--- src/rtl/smthr_pkg.sv ---
package smthr_pkg;

    // ------------------------------------------------------------
    // Command decode
    // ------------------------------------------------------------
    localparam logic [7:0] CMD_SMART = 8'hB0;
    localparam logic [7:0] SUB_READ_THR = 8'hD1;
    localparam logic [7:0] SUB_RETURN_STATUS = 8'hDA;
    localparam logic [7:0] CYL_LO_SIG = 8'h4F;
    localparam logic [7:0] CYL_HI_SIG = 8'hC2;
    localparam logic [7:0] CYL_LO_EXCEEDED = 8'hF4;
    localparam logic [7:0] CYL_HI_EXCEEDED = 8'h2C;

    // ------------------------------------------------------------
    // Sector layout
    // ------------------------------------------------------------
    localparam int SECTOR_BYTES = 512;
    localparam logic [8:0] BYTE_LAST = 9'h1FF;
    localparam logic [15:0] STRUCT_VERSION = 16'h0004;
    localparam logic [8:0] ENTRY_FIRST = 9'h002;
    localparam logic [8:0] ENTRY_END = 9'h16A;
    localparam logic [3:0] ENTRY_BYTES = 4'hC;
    localparam logic [4:0] ENTRY_COUNT_USED = 5'h06;

    // ------------------------------------------------------------
    // Attribute identifiers, in entry order
    // ------------------------------------------------------------
    localparam logic [7:0] ATTR_SPARE = 8'hC4;
    localparam logic [7:0] ATTR_ERASE = 8'hE5;
    localparam logic [7:0] ATTR_ECC_TOTAL = 8'hCB;
    localparam logic [7:0] ATTR_ECC_CORR = 8'hCC;
    localparam logic [7:0] ATTR_READS = 8'hE8;
    localparam logic [7:0] ATTR_UDMA_CRC = 8'hC7;

    // ------------------------------------------------------------
    // Reset values
    // ------------------------------------------------------------
    localparam logic [7:0] CYL_RESET = 8'h00;
    localparam logic [7:0] BYTE_RESET = 8'h00;

    typedef enum logic [1:0] {
        SMTHR_IDLE = 2'b00,
        SMTHR_SEND = 2'b01,
        SMTHR_DONE = 2'b11
    } smthr_state_t;

endpackage : smthr_pkg

--- src/rtl/smthr_skid.sv ---
`timescale 1ns/1ps
module smthr_skid
    import smthr_pkg::*;
#(
    parameter int WIDTH = 8
) (
    // Clock and reset
    input wire logic i_clk,
    input wire logic i_arst_n,
    // Filling side
    input wire logic i_valid,
    input wire logic [WIDTH-1:0] i_data,
    output logic o_ready,
    // Draining side
    output logic o_valid,
    output logic [WIDTH-1:0] o_data,
    input wire logic i_ready
);

    // Two entries so a receiver stall loses no word
    logic [WIDTH-1:0] mem_reg [2];
    logic wr_ptr_reg;
    logic rd_ptr_reg;
    logic [1:0] count_reg;
    logic push;
    logic pop;

    assign o_ready = (count_reg != 2'h2);
    assign o_valid = (count_reg != 2'h0);
    assign o_data = mem_reg[rd_ptr_reg];
    assign push = i_valid && o_ready;
    assign pop = o_valid && i_ready;

    always_ff @(posedge i_clk or negedge i_arst_n) begin
        if (!i_arst_n) begin
            wr_ptr_reg <= 1'b0;
            rd_ptr_reg <= 1'b0;
            count_reg <= 2'h0;
        end else begin
            if (push) begin
                wr_ptr_reg <= ~wr_ptr_reg;
            end
            if (pop) begin
                rd_ptr_reg <= ~rd_ptr_reg;
            end
            count_reg <= 2'(count_reg + {1'b0, push} - {1'b0, pop});
        end
    end

    always_ff @(posedge i_clk) begin
        if (push) begin
            mem_reg[wr_ptr_reg] <= i_data;
        end
    end

endmodule : smthr_skid

--- src/rtl/smthr_cmd.sv ---
`timescale 1ns/1ps
module smthr_cmd
    import smthr_pkg::*;
(
    // Clock and reset
    input wire logic i_clk,
    input wire logic i_arst_n,
    // Task file command, one-cycle strobe
    input wire logic i_cmd_valid,
    input wire logic [7:0] i_cmd,
    input wire logic [7:0] i_features,
    input wire logic [7:0] i_cyl_lo,
    input wire logic [7:0] i_cyl_hi,
    // Attribute values and thresholds from the card controller
    input wire logic [7:0] i_spare_value,
    input wire logic [7:0] i_spare_thresh,
    input wire logic [7:0] i_erase_value,
    input wire logic [7:0] i_erase_thresh,
    // Sector data stream
    output logic o_data_valid,
    output logic [7:0] o_data,
    output logic o_data_last,
    input wire logic i_data_ready,
    // Command results
    output logic o_busy,
    output logic o_done,
    output logic o_abort,
    output logic [7:0] o_cyl_lo,
    output logic [7:0] o_cyl_hi
);

    // ------------------------------------------------------------
    // Command decode
    // ------------------------------------------------------------
    logic sig_ok;
    logic is_smart;
    logic start_read;
    logic start_status;
    logic exceeded;
    logic busy_reg;
    logic read_go;

    assign sig_ok = (i_cyl_lo == CYL_LO_SIG) && (i_cyl_hi == CYL_HI_SIG);
    assign is_smart = i_cmd_valid && (i_cmd == CMD_SMART) && sig_ok;
    assign start_read = is_smart && (i_features == SUB_READ_THR);
    assign start_status = is_smart && (i_features == SUB_RETURN_STATUS);
    // Busy covers the drain too, so a read while bytes drain cannot restart the sector
    assign read_go = start_read && !busy_reg;
    // Strict less-than on both monitored attributes
    assign exceeded = (i_spare_value < i_spare_thresh)
        || (i_erase_value < i_erase_thresh);

    // ------------------------------------------------------------
    // Sequencer
    // ------------------------------------------------------------
    smthr_state_t state_reg;
    logic [8:0] idx_reg;
    logic [7:0] sum_reg;
    logic [7:0] spare_thr_reg;
    logic [7:0] erase_thr_reg;
    logic [7:0] byte_next;
    logic push_ready;
    logic push;
    logic [8:0] rel;
    logic [4:0] entry;
    logic [3:0] eoff;
    logic [7:0] entry_id;
    logic [7:0] entry_thr;

    assign push = (state_reg == SMTHR_SEND) && push_ready;

    // Entry number and byte offset inside the entry area
    always_comb begin
        rel = 9'(idx_reg - ENTRY_FIRST);
        entry = 5'(rel / 9'(ENTRY_BYTES));
        eoff = 4'(rel % 9'(ENTRY_BYTES));
    end

    always_comb begin
        case (entry)
            5'h00: begin
                entry_id = ATTR_SPARE;
                entry_thr = spare_thr_reg;
            end
            5'h01: begin
                entry_id = ATTR_ERASE;
                entry_thr = erase_thr_reg;
            end
            5'h02: begin
                entry_id = ATTR_ECC_TOTAL;
                entry_thr = BYTE_RESET;
            end
            5'h03: begin
                entry_id = ATTR_ECC_CORR;
                entry_thr = BYTE_RESET;
            end
            5'h04: begin
                entry_id = ATTR_READS;
                entry_thr = BYTE_RESET;
            end
            5'h05: begin
                entry_id = ATTR_UDMA_CRC;
                entry_thr = BYTE_RESET;
            end
            default: begin
                // Unused entries stay all zero
                entry_id = BYTE_RESET;
                entry_thr = BYTE_RESET;
            end
        endcase
    end

    // Byte generator for the sector
    always_comb begin
        byte_next = BYTE_RESET;
        if (idx_reg == 9'h000) begin
            byte_next = STRUCT_VERSION[7:0];
        end else if (idx_reg == 9'h001) begin
            byte_next = STRUCT_VERSION[15:8];
        end else if (idx_reg < ENTRY_END && entry < ENTRY_COUNT_USED) begin
            if (eoff == 4'h0) begin
                byte_next = entry_id;
            end else if (eoff == 4'h1) begin
                byte_next = entry_thr;
            end
        end else if (idx_reg == BYTE_LAST) begin
            byte_next = 8'(8'h00 - sum_reg);
        end
    end

    always_ff @(posedge i_clk or negedge i_arst_n) begin
        if (!i_arst_n) begin
            state_reg <= SMTHR_IDLE;
        end else begin
            case (state_reg)
                SMTHR_IDLE: begin
                    if (read_go) begin
                        state_reg <= SMTHR_SEND;
                    end
                end
                SMTHR_SEND: begin
                    if (push && idx_reg == BYTE_LAST) begin
                        state_reg <= SMTHR_DONE;
                    end
                end
                SMTHR_DONE: begin
                    state_reg <= SMTHR_IDLE;
                end
                default: begin
                    state_reg <= SMTHR_IDLE;
                end
            endcase
        end
    end

    always_ff @(posedge i_clk or negedge i_arst_n) begin
        if (!i_arst_n) begin
            idx_reg <= 9'h000;
            sum_reg <= BYTE_RESET;
        end else if (read_go) begin
            idx_reg <= 9'h000;
            sum_reg <= BYTE_RESET;
        end else if (push) begin
            idx_reg <= 9'(idx_reg + 9'h001);
            sum_reg <= 8'(sum_reg + byte_next);
        end
    end

    // Thresholds frozen for the whole sector so the checksum holds
    always_ff @(posedge i_clk or negedge i_arst_n) begin
        if (!i_arst_n) begin
            spare_thr_reg <= BYTE_RESET;
            erase_thr_reg <= BYTE_RESET;
        end else if (read_go) begin
            spare_thr_reg <= i_spare_thresh;
            erase_thr_reg <= i_erase_thresh;
        end
    end

    // ------------------------------------------------------------
    // Output buffer
    // ------------------------------------------------------------
    logic buf_valid;
    logic [8:0] buf_data;
    logic out_valid_reg;
    logic [7:0] out_data_reg;
    logic out_last_reg;
    logic out_take;

    smthr_skid #(
        .WIDTH(9)
    ) u_skid (
        .i_clk(i_clk),
        .i_arst_n(i_arst_n),
        .i_valid(state_reg == SMTHR_SEND),
        .i_data({idx_reg == BYTE_LAST, byte_next}),
        .o_ready(push_ready),
        .o_valid(buf_valid),
        .o_data(buf_data),
        .i_ready(out_take)
    );

    // Registered output stage keeps outputs straight from flops
    assign out_take = !out_valid_reg || i_data_ready;

    always_ff @(posedge i_clk or negedge i_arst_n) begin
        if (!i_arst_n) begin
            out_valid_reg <= 1'b0;
            out_data_reg <= BYTE_RESET;
            out_last_reg <= 1'b0;
        end else if (out_take) begin
            out_valid_reg <= buf_valid;
            out_data_reg <= buf_data[7:0];
            out_last_reg <= buf_valid && buf_data[8];
        end
    end

    assign o_data_valid = out_valid_reg;
    assign o_data = out_data_reg;
    assign o_data_last = out_last_reg;

    // ------------------------------------------------------------
    // Results
    // ------------------------------------------------------------
    logic done_reg;
    logic abort_reg;
    logic [7:0] cyl_lo_reg;
    logic [7:0] cyl_hi_reg;

    always_ff @(posedge i_clk or negedge i_arst_n) begin
        if (!i_arst_n) begin
            busy_reg <= 1'b0;
        end else if (read_go) begin
            busy_reg <= 1'b1;
        end else if (out_valid_reg && out_last_reg && i_data_ready) begin
            busy_reg <= 1'b0;
        end
    end

    always_ff @(posedge i_clk or negedge i_arst_n) begin
        if (!i_arst_n) begin
            done_reg <= 1'b0;
            abort_reg <= 1'b0;
            cyl_lo_reg <= CYL_RESET;
            cyl_hi_reg <= CYL_RESET;
        end else begin
            done_reg <= 1'b0;
            abort_reg <= 1'b0;
            if (busy_reg && out_valid_reg && out_last_reg && i_data_ready) begin
                done_reg <= 1'b1;
            end
            if (start_status && !busy_reg) begin
                done_reg <= 1'b1;
                if (exceeded) begin
                    cyl_lo_reg <= CYL_LO_EXCEEDED;
                    cyl_hi_reg <= CYL_HI_EXCEEDED;
                end else begin
                    cyl_lo_reg <= CYL_LO_SIG;
                    cyl_hi_reg <= CYL_HI_SIG;
                end
            end else if (i_cmd_valid && !read_go) begin
                // Other command, unknown subcommand, bad signature or busy: reject
                abort_reg <= 1'b1;
            end
        end
    end

    assign o_busy = busy_reg;
    assign o_done = done_reg;
    assign o_abort = abort_reg;
    assign o_cyl_lo = cyl_lo_reg;
    assign o_cyl_hi = cyl_hi_reg;

endmodule : smthr_cmd

--- config.mk ---
export PLATFORM = sky130hd
export DESIGN_NAME = smthr_cmd
export DESIGN_NICKNAME = d
export VERILOG_FILES = /design/src/rtl/smthr_pkg.sv /design/src/rtl/smthr_skid.sv /design/src/rtl/smthr_cmd.sv
export SDC_FILE = /design/constraint.sdc
export NUM_CORES = 1
export LEC_CHECK = 0
export ABC_CLOCK_PERIOD_IN_PS = 6250
export BUFFER_PORTS_ARGS = -buffer_cell sky130_fd_sc_hd__buf_2
export CORE_MARGIN = 2
export CORE_UTILIZATION = 52
export CTS_CLUSTER_DIAMETER = 60
export CTS_CLUSTER_SIZE = 30
export DETAILED_ROUTE_END_ITERATION = 8
export PLACE_DENSITY_LB_ADDON = 0.12
export SLEW_MARGIN = 20
export SYNTH_ARGS = -nofsm -noshare
export SYNTH_HDL_FRONTEND = slang
export SYNTH_HIERARCHICAL = 1
export SYNTH_SLANG_ARGS = --single-unit
--- constraint.sdc ---
create_clock -name i_clk -period 6.25 [get_ports i_clk]
set_clock_uncertainty 0.05 [all_clocks]
set_input_delay 0.3125 -clock i_clk [delete_from_list [all_inputs] [get_ports i_clk]]
set_output_delay 0.3125 -clock i_clk [all_outputs]
set_load 0.03 [all_outputs]
==> results_dict.tcl, run 1 <==
set metrics [dict create \
    worst_hold_slack_ns 0.0325 \
    grt_use_met1 0.324 \
    antenna_found_initial 0 \
    ys_ff_latch 73 \
    grt_pass1_vias 4600 \
    wl_mm 13.5 \
    power_density_mw_per_mm2 140 \
    seqPwrFrac 0.545 \
    cap_violations 0 \
    crit_arrival_ns 6.02 \
    status "finished, final reports clean" \
    synth_seq_area_share 0.347 \
    cts_buffers 9 \
    clk_latency_ns 0.35 \
    clock_path_buffers 2 \
    min_period_ns 5.84 \
    final_common_cell "buf_2" \
    max_slew_margin 0.429 \
    path_class "register to register" \
    worstPathMaxFanout 11 \
    fmax_ghz 0.171 \
    io_buffers 94 \
    syn_avg_cell_area_sq_um 9.27 \
    fin_util 0.619 \
    finalCritPeriodShare 0.934 \
    gr-usage-met3 0.0377 \
    detail-route-antenna-nets 0 \
    top_level_ports 97 \
    final_hold_viol_count 0 \
    async_reset_ff_frac 0.753 \
    pwr-share-clk 0.396 \
    fp.dieArea_sq_mm 0.0115 \
    drive_gt1_frac 0.273 \
    largest_register_ffs 18 \
    cts_tree "built" \
    first_pass_iters 5 \
    met2_usage 0.416 \
    num_antenna_cells 0 \
    grt_start_max_net_pins 56 \
    swShare 0.256 \
    power_switching_w 0.000229 \
    yosys_warnings 6 \
    rr_worst_depth 22 \
    grt_busiest_layer "met2" \
    routabilityCongestion 0.917 \
    overflow 0 \
    rr_startpoint "idx_reg[1]" \
    wl_per_cell_microns 16.3 \
    vias 4756 \
    nets 785 \
    hpwlAfterDp_mm 10.0 \
    coreArea_sq_mm 0.0103 \
    ir_drop_uv 146 \
    instances_no_fill 824 \
    reg2reg_setup_slack_ns 0.41 \
    grt_pass1_wl_mm 22.3 \
    netlist_instances 595 \
    pwr-share-comb 0.059 \
    syn_area_sq_mm 0.00552 \
    regArea_sq_mm 0.00192 \
    vias_per_cell 5.77 \
    tightest_slew_ns 0.853 \
    place_inst 807 \
    power.leakage_nw 2.91 \
    die_w_microns 107 \
    reg2reg_to "sum_reg[7]" \
    crit_path_start_kind "register" \
    setup_violations 0 \
    synth.distinct_cells 78 \
    area_growth_pct 15.8 \
    slew_viol_final 0 \
    p_int_w 0.000664 \
    most-common-layout-cells "buf_2 (94), dfrtp_1 (54), nor2_1 (48)" \
    grtUsageTotal 0.245 \
    n_fill_cell 924 \
    multi_input_area_sq_mm 0.00332 \
    clk_pin_slew_ns 0.09 \
    start_util 0.534 \
    rsz0062_at_grt "false" \
    synthFlopType "dfrtp_1" \
    tns_ns 0 \
    placementRows 37 \
    critPathRequiredTime_ns 6.43 \
    endpoint_kind "register" \
    cts_root_buf "clkbuf_8" \
    h-tree-depth 3 \
    total_power_w 0.000892 \
    hp-class "input port to async pin" \
    synth_edf_count 18 \
    drc_errors 0 \
    die_h_microns 107 \
    first_iter_violations 325 \
    cts.sinks 73 \
]
[worst max-delay path, stage by stage (launching register included)]
cell and delay, ns:
dfrtp_1 0.39, inv_1 0.17, ha_4 0.24, or3b_4 0.47
nor3_2 0.19, xnor2_2 0.19, mux2i_1 0.24, mux2_4 0.25
o32ai_4 0.12, or3_1 0.35, mux2_2 0.34, or3_1 0.41
a221oi_2 0.30, ha_1 0.28, a21o_1 0.17, a21oi_1 0.20
o21bai_1 0.11, a21oi_2 0.20, nor2b_1 0.07, o21a_1 0.17
or3_1 0.30, mux2i_1 0.16, mux2_1 0.33
[per-layer routing]
metal	vias to the layer above	part of all wire
met2	176	0.49
li1	2303	-
met3	24	0.055
met1	2253	0.44
met4	0	0.014
met5	-	0
[worst max-delay path by stage]
| stage | startpoint | to |
|---|---|---|
| 2_1_floorplan | idx_reg[1] | sum_reg[7] |
| 3_3_place_gp | idx_reg[1] | sum_reg[7] |
| 3_5_place_dp | idx_reg[1] | sum_reg[7] |
| 4_1_cts | idx_reg[1] | sum_reg[7] |
| 5_1_grt | idx_reg[1] | sum_reg[7] |
| 6_report | idx_reg[1] | sum_reg[7] |
[cell families after synthesis]
logic type / after synthesis / synth area share
muxes: 47 / 0.0939
xor gates and xnor gates: 36 / 0.0599
adders and majority gates: 34 / 0.0785
buffers and inverters: 77 / 0.0664
other: 1 / 0.000680
AOI/OAI and AO/OA: 130 / 0.166
and+or+nand+nor: 197 / 0.187
DFF: 73 / 0.347
[cell type report]
type,count,area share
clock buffers,9,0.0194
flip-flops and latches,73,0.300
multi-input cells,446,0.520
clock inverters,7,0.00940
inverters,31,0.0182
repair buffers,122,0.106
well taps,136,0.0266
[power by group through the flow]
stage / combinational [W] / clock (W) / sequential, W
2_1_floorplan: 0.0000196 / 0 / 0.000497
3_3_place_gp: 0.0000516 / 0 / 0.000496
3_5_place_dp: 0.0000541 / 0 / 0.000496
4_1_cts: 0.0000543 / 0.000362 / 0.000486
5_1_grt: 0.0000618 / 0.000382 / 0.000487
6_report: 0.0000526 / 0.000353 / 0.000486
[cells in the mapped netlist, types with 2 or more instances]
library cell  number  area [sq um]
mux2_2            24           270
o21ai_0           20           100
clkinv_1           2          7.51
o211ai_1           7          52.6
a2111oi_0          2          17.5
xnor2_1           24           210
a211oi_1           4          30.0
a22oi_1            6          45.0
nand4b_1           4          35.0
nand2b_1          13          81.3
or3_1              4          25.0
o21ba_2            2          20.0
xor2_1            10          87.6
edfxtp_1          18           541
nor3_1            21           105
o21bai_1           7          52.6
o311a_1            4          40.0
nor2_1            48           180
a21o_1            13          97.6
a221oi_1           5          43.8
buf_1              2          7.51
buf_4             17           128
ha_1              33           413
mux2_1            10           113
a21oi_1           31           155
nor4b_1            4          35.0
o22ai_1            3          18.8
clkbuf_1          16          60.1
dfrtp_1           55          1380
buf_2             11          55.1
a31oi_1            3          18.8
and3_1             4          25.0
nor2_2             2          12.5
nor3_2             3          30.0
nand3_1           14          70.1
o21a_1             4          30.0
o311ai_1           2          17.5
nand2_1           39           146
nor4_1             8          50.1
inv_1             29           109
or2_1              2          12.5
mux2i_1           12           120
or4_1              2          15.0
nor2b_1            9          56.3
nand4_1            9          56.3
[repair_timing]
item / in CTS / in global routing
resized for setup: 0 / 13
buffers inserted: 0 / 1
hold buffers: 0 / 0
endpoints found under the hold margin: 0 / 0
endpoints found under the setup margin: 0 / 1
[stage by stage]
step                      cell area (sq um)  worst slack (ns)
after floorplan                        5520            0.0778
after global placement                 6110             0.250
after detailed placement               6110            0.0393
after CTS                              6300           0.00783
after global routing                   6390            0.0300
final                                  6390             0.410
(Power assumes the default switching activity.)
==> run 2, diff against run 1 <==
--- a/config.mk
+++ b/config.mk
@@ -7,13 +7,14 @@
 export LEC_CHECK = 0
 export ABC_CLOCK_PERIOD_IN_PS = 6250
 export BUFFER_PORTS_ARGS = -buffer_cell sky130_fd_sc_hd__buf_2
+export CORE_ASPECT_RATIO = 0.8
 export CORE_MARGIN = 2
 export CORE_UTILIZATION = 52
 export CTS_CLUSTER_DIAMETER = 60
 export CTS_CLUSTER_SIZE = 30
 export DETAILED_ROUTE_END_ITERATION = 8
 export PLACE_DENSITY_LB_ADDON = 0.12
-export SLEW_MARGIN = 20
+export SLEW_MARGIN = 5
 export SYNTH_ARGS = -nofsm -noshare
 export SYNTH_HDL_FRONTEND = slang
 export SYNTH_HIERARCHICAL = 1
==> run 2 against run 1 <==
Net effect:
- core utilization grew 0.99 points
- sequential power about the same
- fmax down 0.97%
- flip-flop and latch count is the same
- hold slack better by 0.031 ns
- sequential share of layout area down 0.35 points
- die area is essentially flat
- cell count grew 0.12%
- worst setup slack got worse by 0.057 ns
- clock power increased by 39%
- critical path depth did not move
- highest routed layer unchanged
- largest power group is now the clock network
- count of clock-buffer cells in the layout grew 5
- largest cell class unchanged
==> results_dict.tcl, run 2 (synthesis gave the netlist of run 1 again) <==
set metrics [dict create \
    status "finished, final reports clean" \
    detail-route-antenna-nets 0 \
    final_common_cell "buf_2" \
    grt_pass1_wl_mm 22.4 \
    layout_setup_ws_ns 0.352 \
    area_growth_pct 17.2 \
    max_slew_margin 0.439 \
    most-common-layout-cells "buf_2 (94), dfrtp_1 (54), nor2_1 (48)" \
    rr_worst_depth 22 \
    wl_mm 13.9 \
    cts_setup_buffers 0 \
    drc_errors 0 \
    power.leakage_nw 2.91 \
    fmax_ghz 0.170 \
    clk_latency_ns 0.34 \
    routabilityCongestion 0.943 \
    drive_gt1_frac 0.267 \
    clock_path_buffers 2 \
    final_hold_viol_count 0 \
    critPathRequiredTime_ns 6.41 \
    nets 782 \
    total_power_w 0.00103 \
    path_common_cell "or3_1" \
    placementRows 33 \
    reg2reg_setup_slack_ns 0.35 \
    hp-class "input port to async pin" \
    slew_viol_final 0 \
    antenna_found_initial 0 \
    cts_root_buf "clkbuf_16" \
    worstPathMaxFanout 11 \
    h-tree-depth 3 \
    crit_arrival_ns 6.06 \
    largest_register_ffs 18 \
    cts_buffers 9 \
    coreArea_sq_mm 0.0103 \
    hold_buffers 0 \
    setup_violations 0 \
    start_util 0.537 \
    critPathSlowestCell "or3b_4" \
    hpwlAfterDp_mm 10.4 \
    rr_startpoint "idx_reg[1]" \
    crit_path_start_kind "register" \
    first_pass_iters 5 \
    cpPeakStageDelay_ns 0.46 \
    cts_tree "built" \
    multi_input_area_sq_mm 0.00330 \
    cap_violations 0 \
    die_h_microns 96.1 \
    clk_pin_slew_ns 0.05 \
    wl_per_cell_microns 16.8 \
    top_level_ports 97 \
    path_cells "inv_1, ha_4, or3b_4, nor3_2, o22ai_1, a21o_1, a41oi_1, o311ai_2, or3_1, mux2_2, or3_1, a221oi_2, ha_1, a21o_1, a21oi_1, o21bai_1, a21oi_2, nor2b_1, o21a_1, or3_1, mux2i_1, mux2_1" \
    fp.dieArea_sq_mm 0.0115 \
    path_class "register to register" \
    tightest_slew_ns 0.838 \
    grtUsageTotal 0.250 \
    first_iter_violations 332 \
    ir_drop_uv 114 \
    endpoint_kind "register" \
    min_period_ns 5.90 \
    vias_per_cell 5.81 \
    finalCritPeriodShare 0.944 \
    die_w_microns 119 \
    regArea_sq_mm 0.00192 \
    grt_pass1_vias 4579 \
    cts.sinks 73 \
    n_fill_cell 869 \
    io_buffers 94 \
    grt_start_max_net_pins 56 \
    reg2reg_to "sum_reg[7]" \
    power_density_mw_per_mm2 160 \
    vias 4790 \
    overflow 0 \
    dp_slack_ns 0.180 \
    num_antenna_cells 0 \
    worst_hold_slack_ns 0.0632 \
]
run 2: cell count changes in the layout (fill, tap and decap cells not counted), sizes merged:
cell      change
inv           -4
clkinv        +1
clkbuf        +5
buf           -3
clkinvlp      -2
run 2: repair_timing:
item	in CTS	in global routing
gates resized for setup	0	12
endpoints found under the setup margin	0	1
endpoints found under the hold margin	0	0
run 2: power by group:
| group | internal (W) | total [W] | switching, W |
|---|---|---|---|
| combinational | 0.0000267 | 0.0000537 | 0.0000270 |
| clock | 0.000303 | 0.000490 | 0.000187 |
| sequential | 0.000487 | 0.000488 | 0.0000000904 |
| total | 0.000817 | 0.00103 | 0.000214 |
run 2: cell type report:
type | count | area share
multi-input cells | 446 | 0.510
flip-flops and latches | 73 | 0.297
repair buffers | 119 | 0.104
clock buffers | 14 | 0.0426
well taps | 140 | 0.0271
inverters | 31 | 0.0180
clock inverters | 2 | 0.00193
run 2: critical path: cells and delay by family, from the launching register on:
kind / cells / cell delay [ns]
compound gates: 10 / 1.96
mux: 3 / 0.82
buf+inv: 1 / 0.18
simple gates: 6 / 1.84
flops: 1 / 0.38
fa+ha+maj: 2 / 0.54
run 2: layer usage:
layer | vias up | GRT usage | wire length (microns)
li1 | 2313 | - | -
met1 | 2307 | 0.334 | 6610
met2 | 151 | 0.417 | 6440
met3 | 19 | 0.0480 | 653
met4 | 0 | 0.0744 | 150
met5 | - | 0 | 0
run 2: worst max path at each step:
stage          cells past startpoint  slack (ns)       start         end
4_1_cts                           22        0.17  idx_reg[1]  sum_reg[7]
2_1_floorplan                     25        0.08  idx_reg[1]  sum_reg[7]
3_3_place_gp                      22        0.26  idx_reg[1]  sum_reg[7]
6_report                          22        0.35  idx_reg[1]  sum_reg[7]
5_1_grt                           22     -0.0003  idx_reg[1]  sum_reg[7]
3_5_place_dp                      22        0.18  idx_reg[1]  sum_reg[7]
run 2: per-stage QoR:
stage	util	area, sq um	std cells	TNS, ns
detailed placement	0.595	6120	809	0
CTS	0.623	6400	825	0
floorplan	-	5520	596	0
global placement	0.595	6120	809	0
finish	0.629	6470	825	0
global route	0.629	6470	825	-0.000269
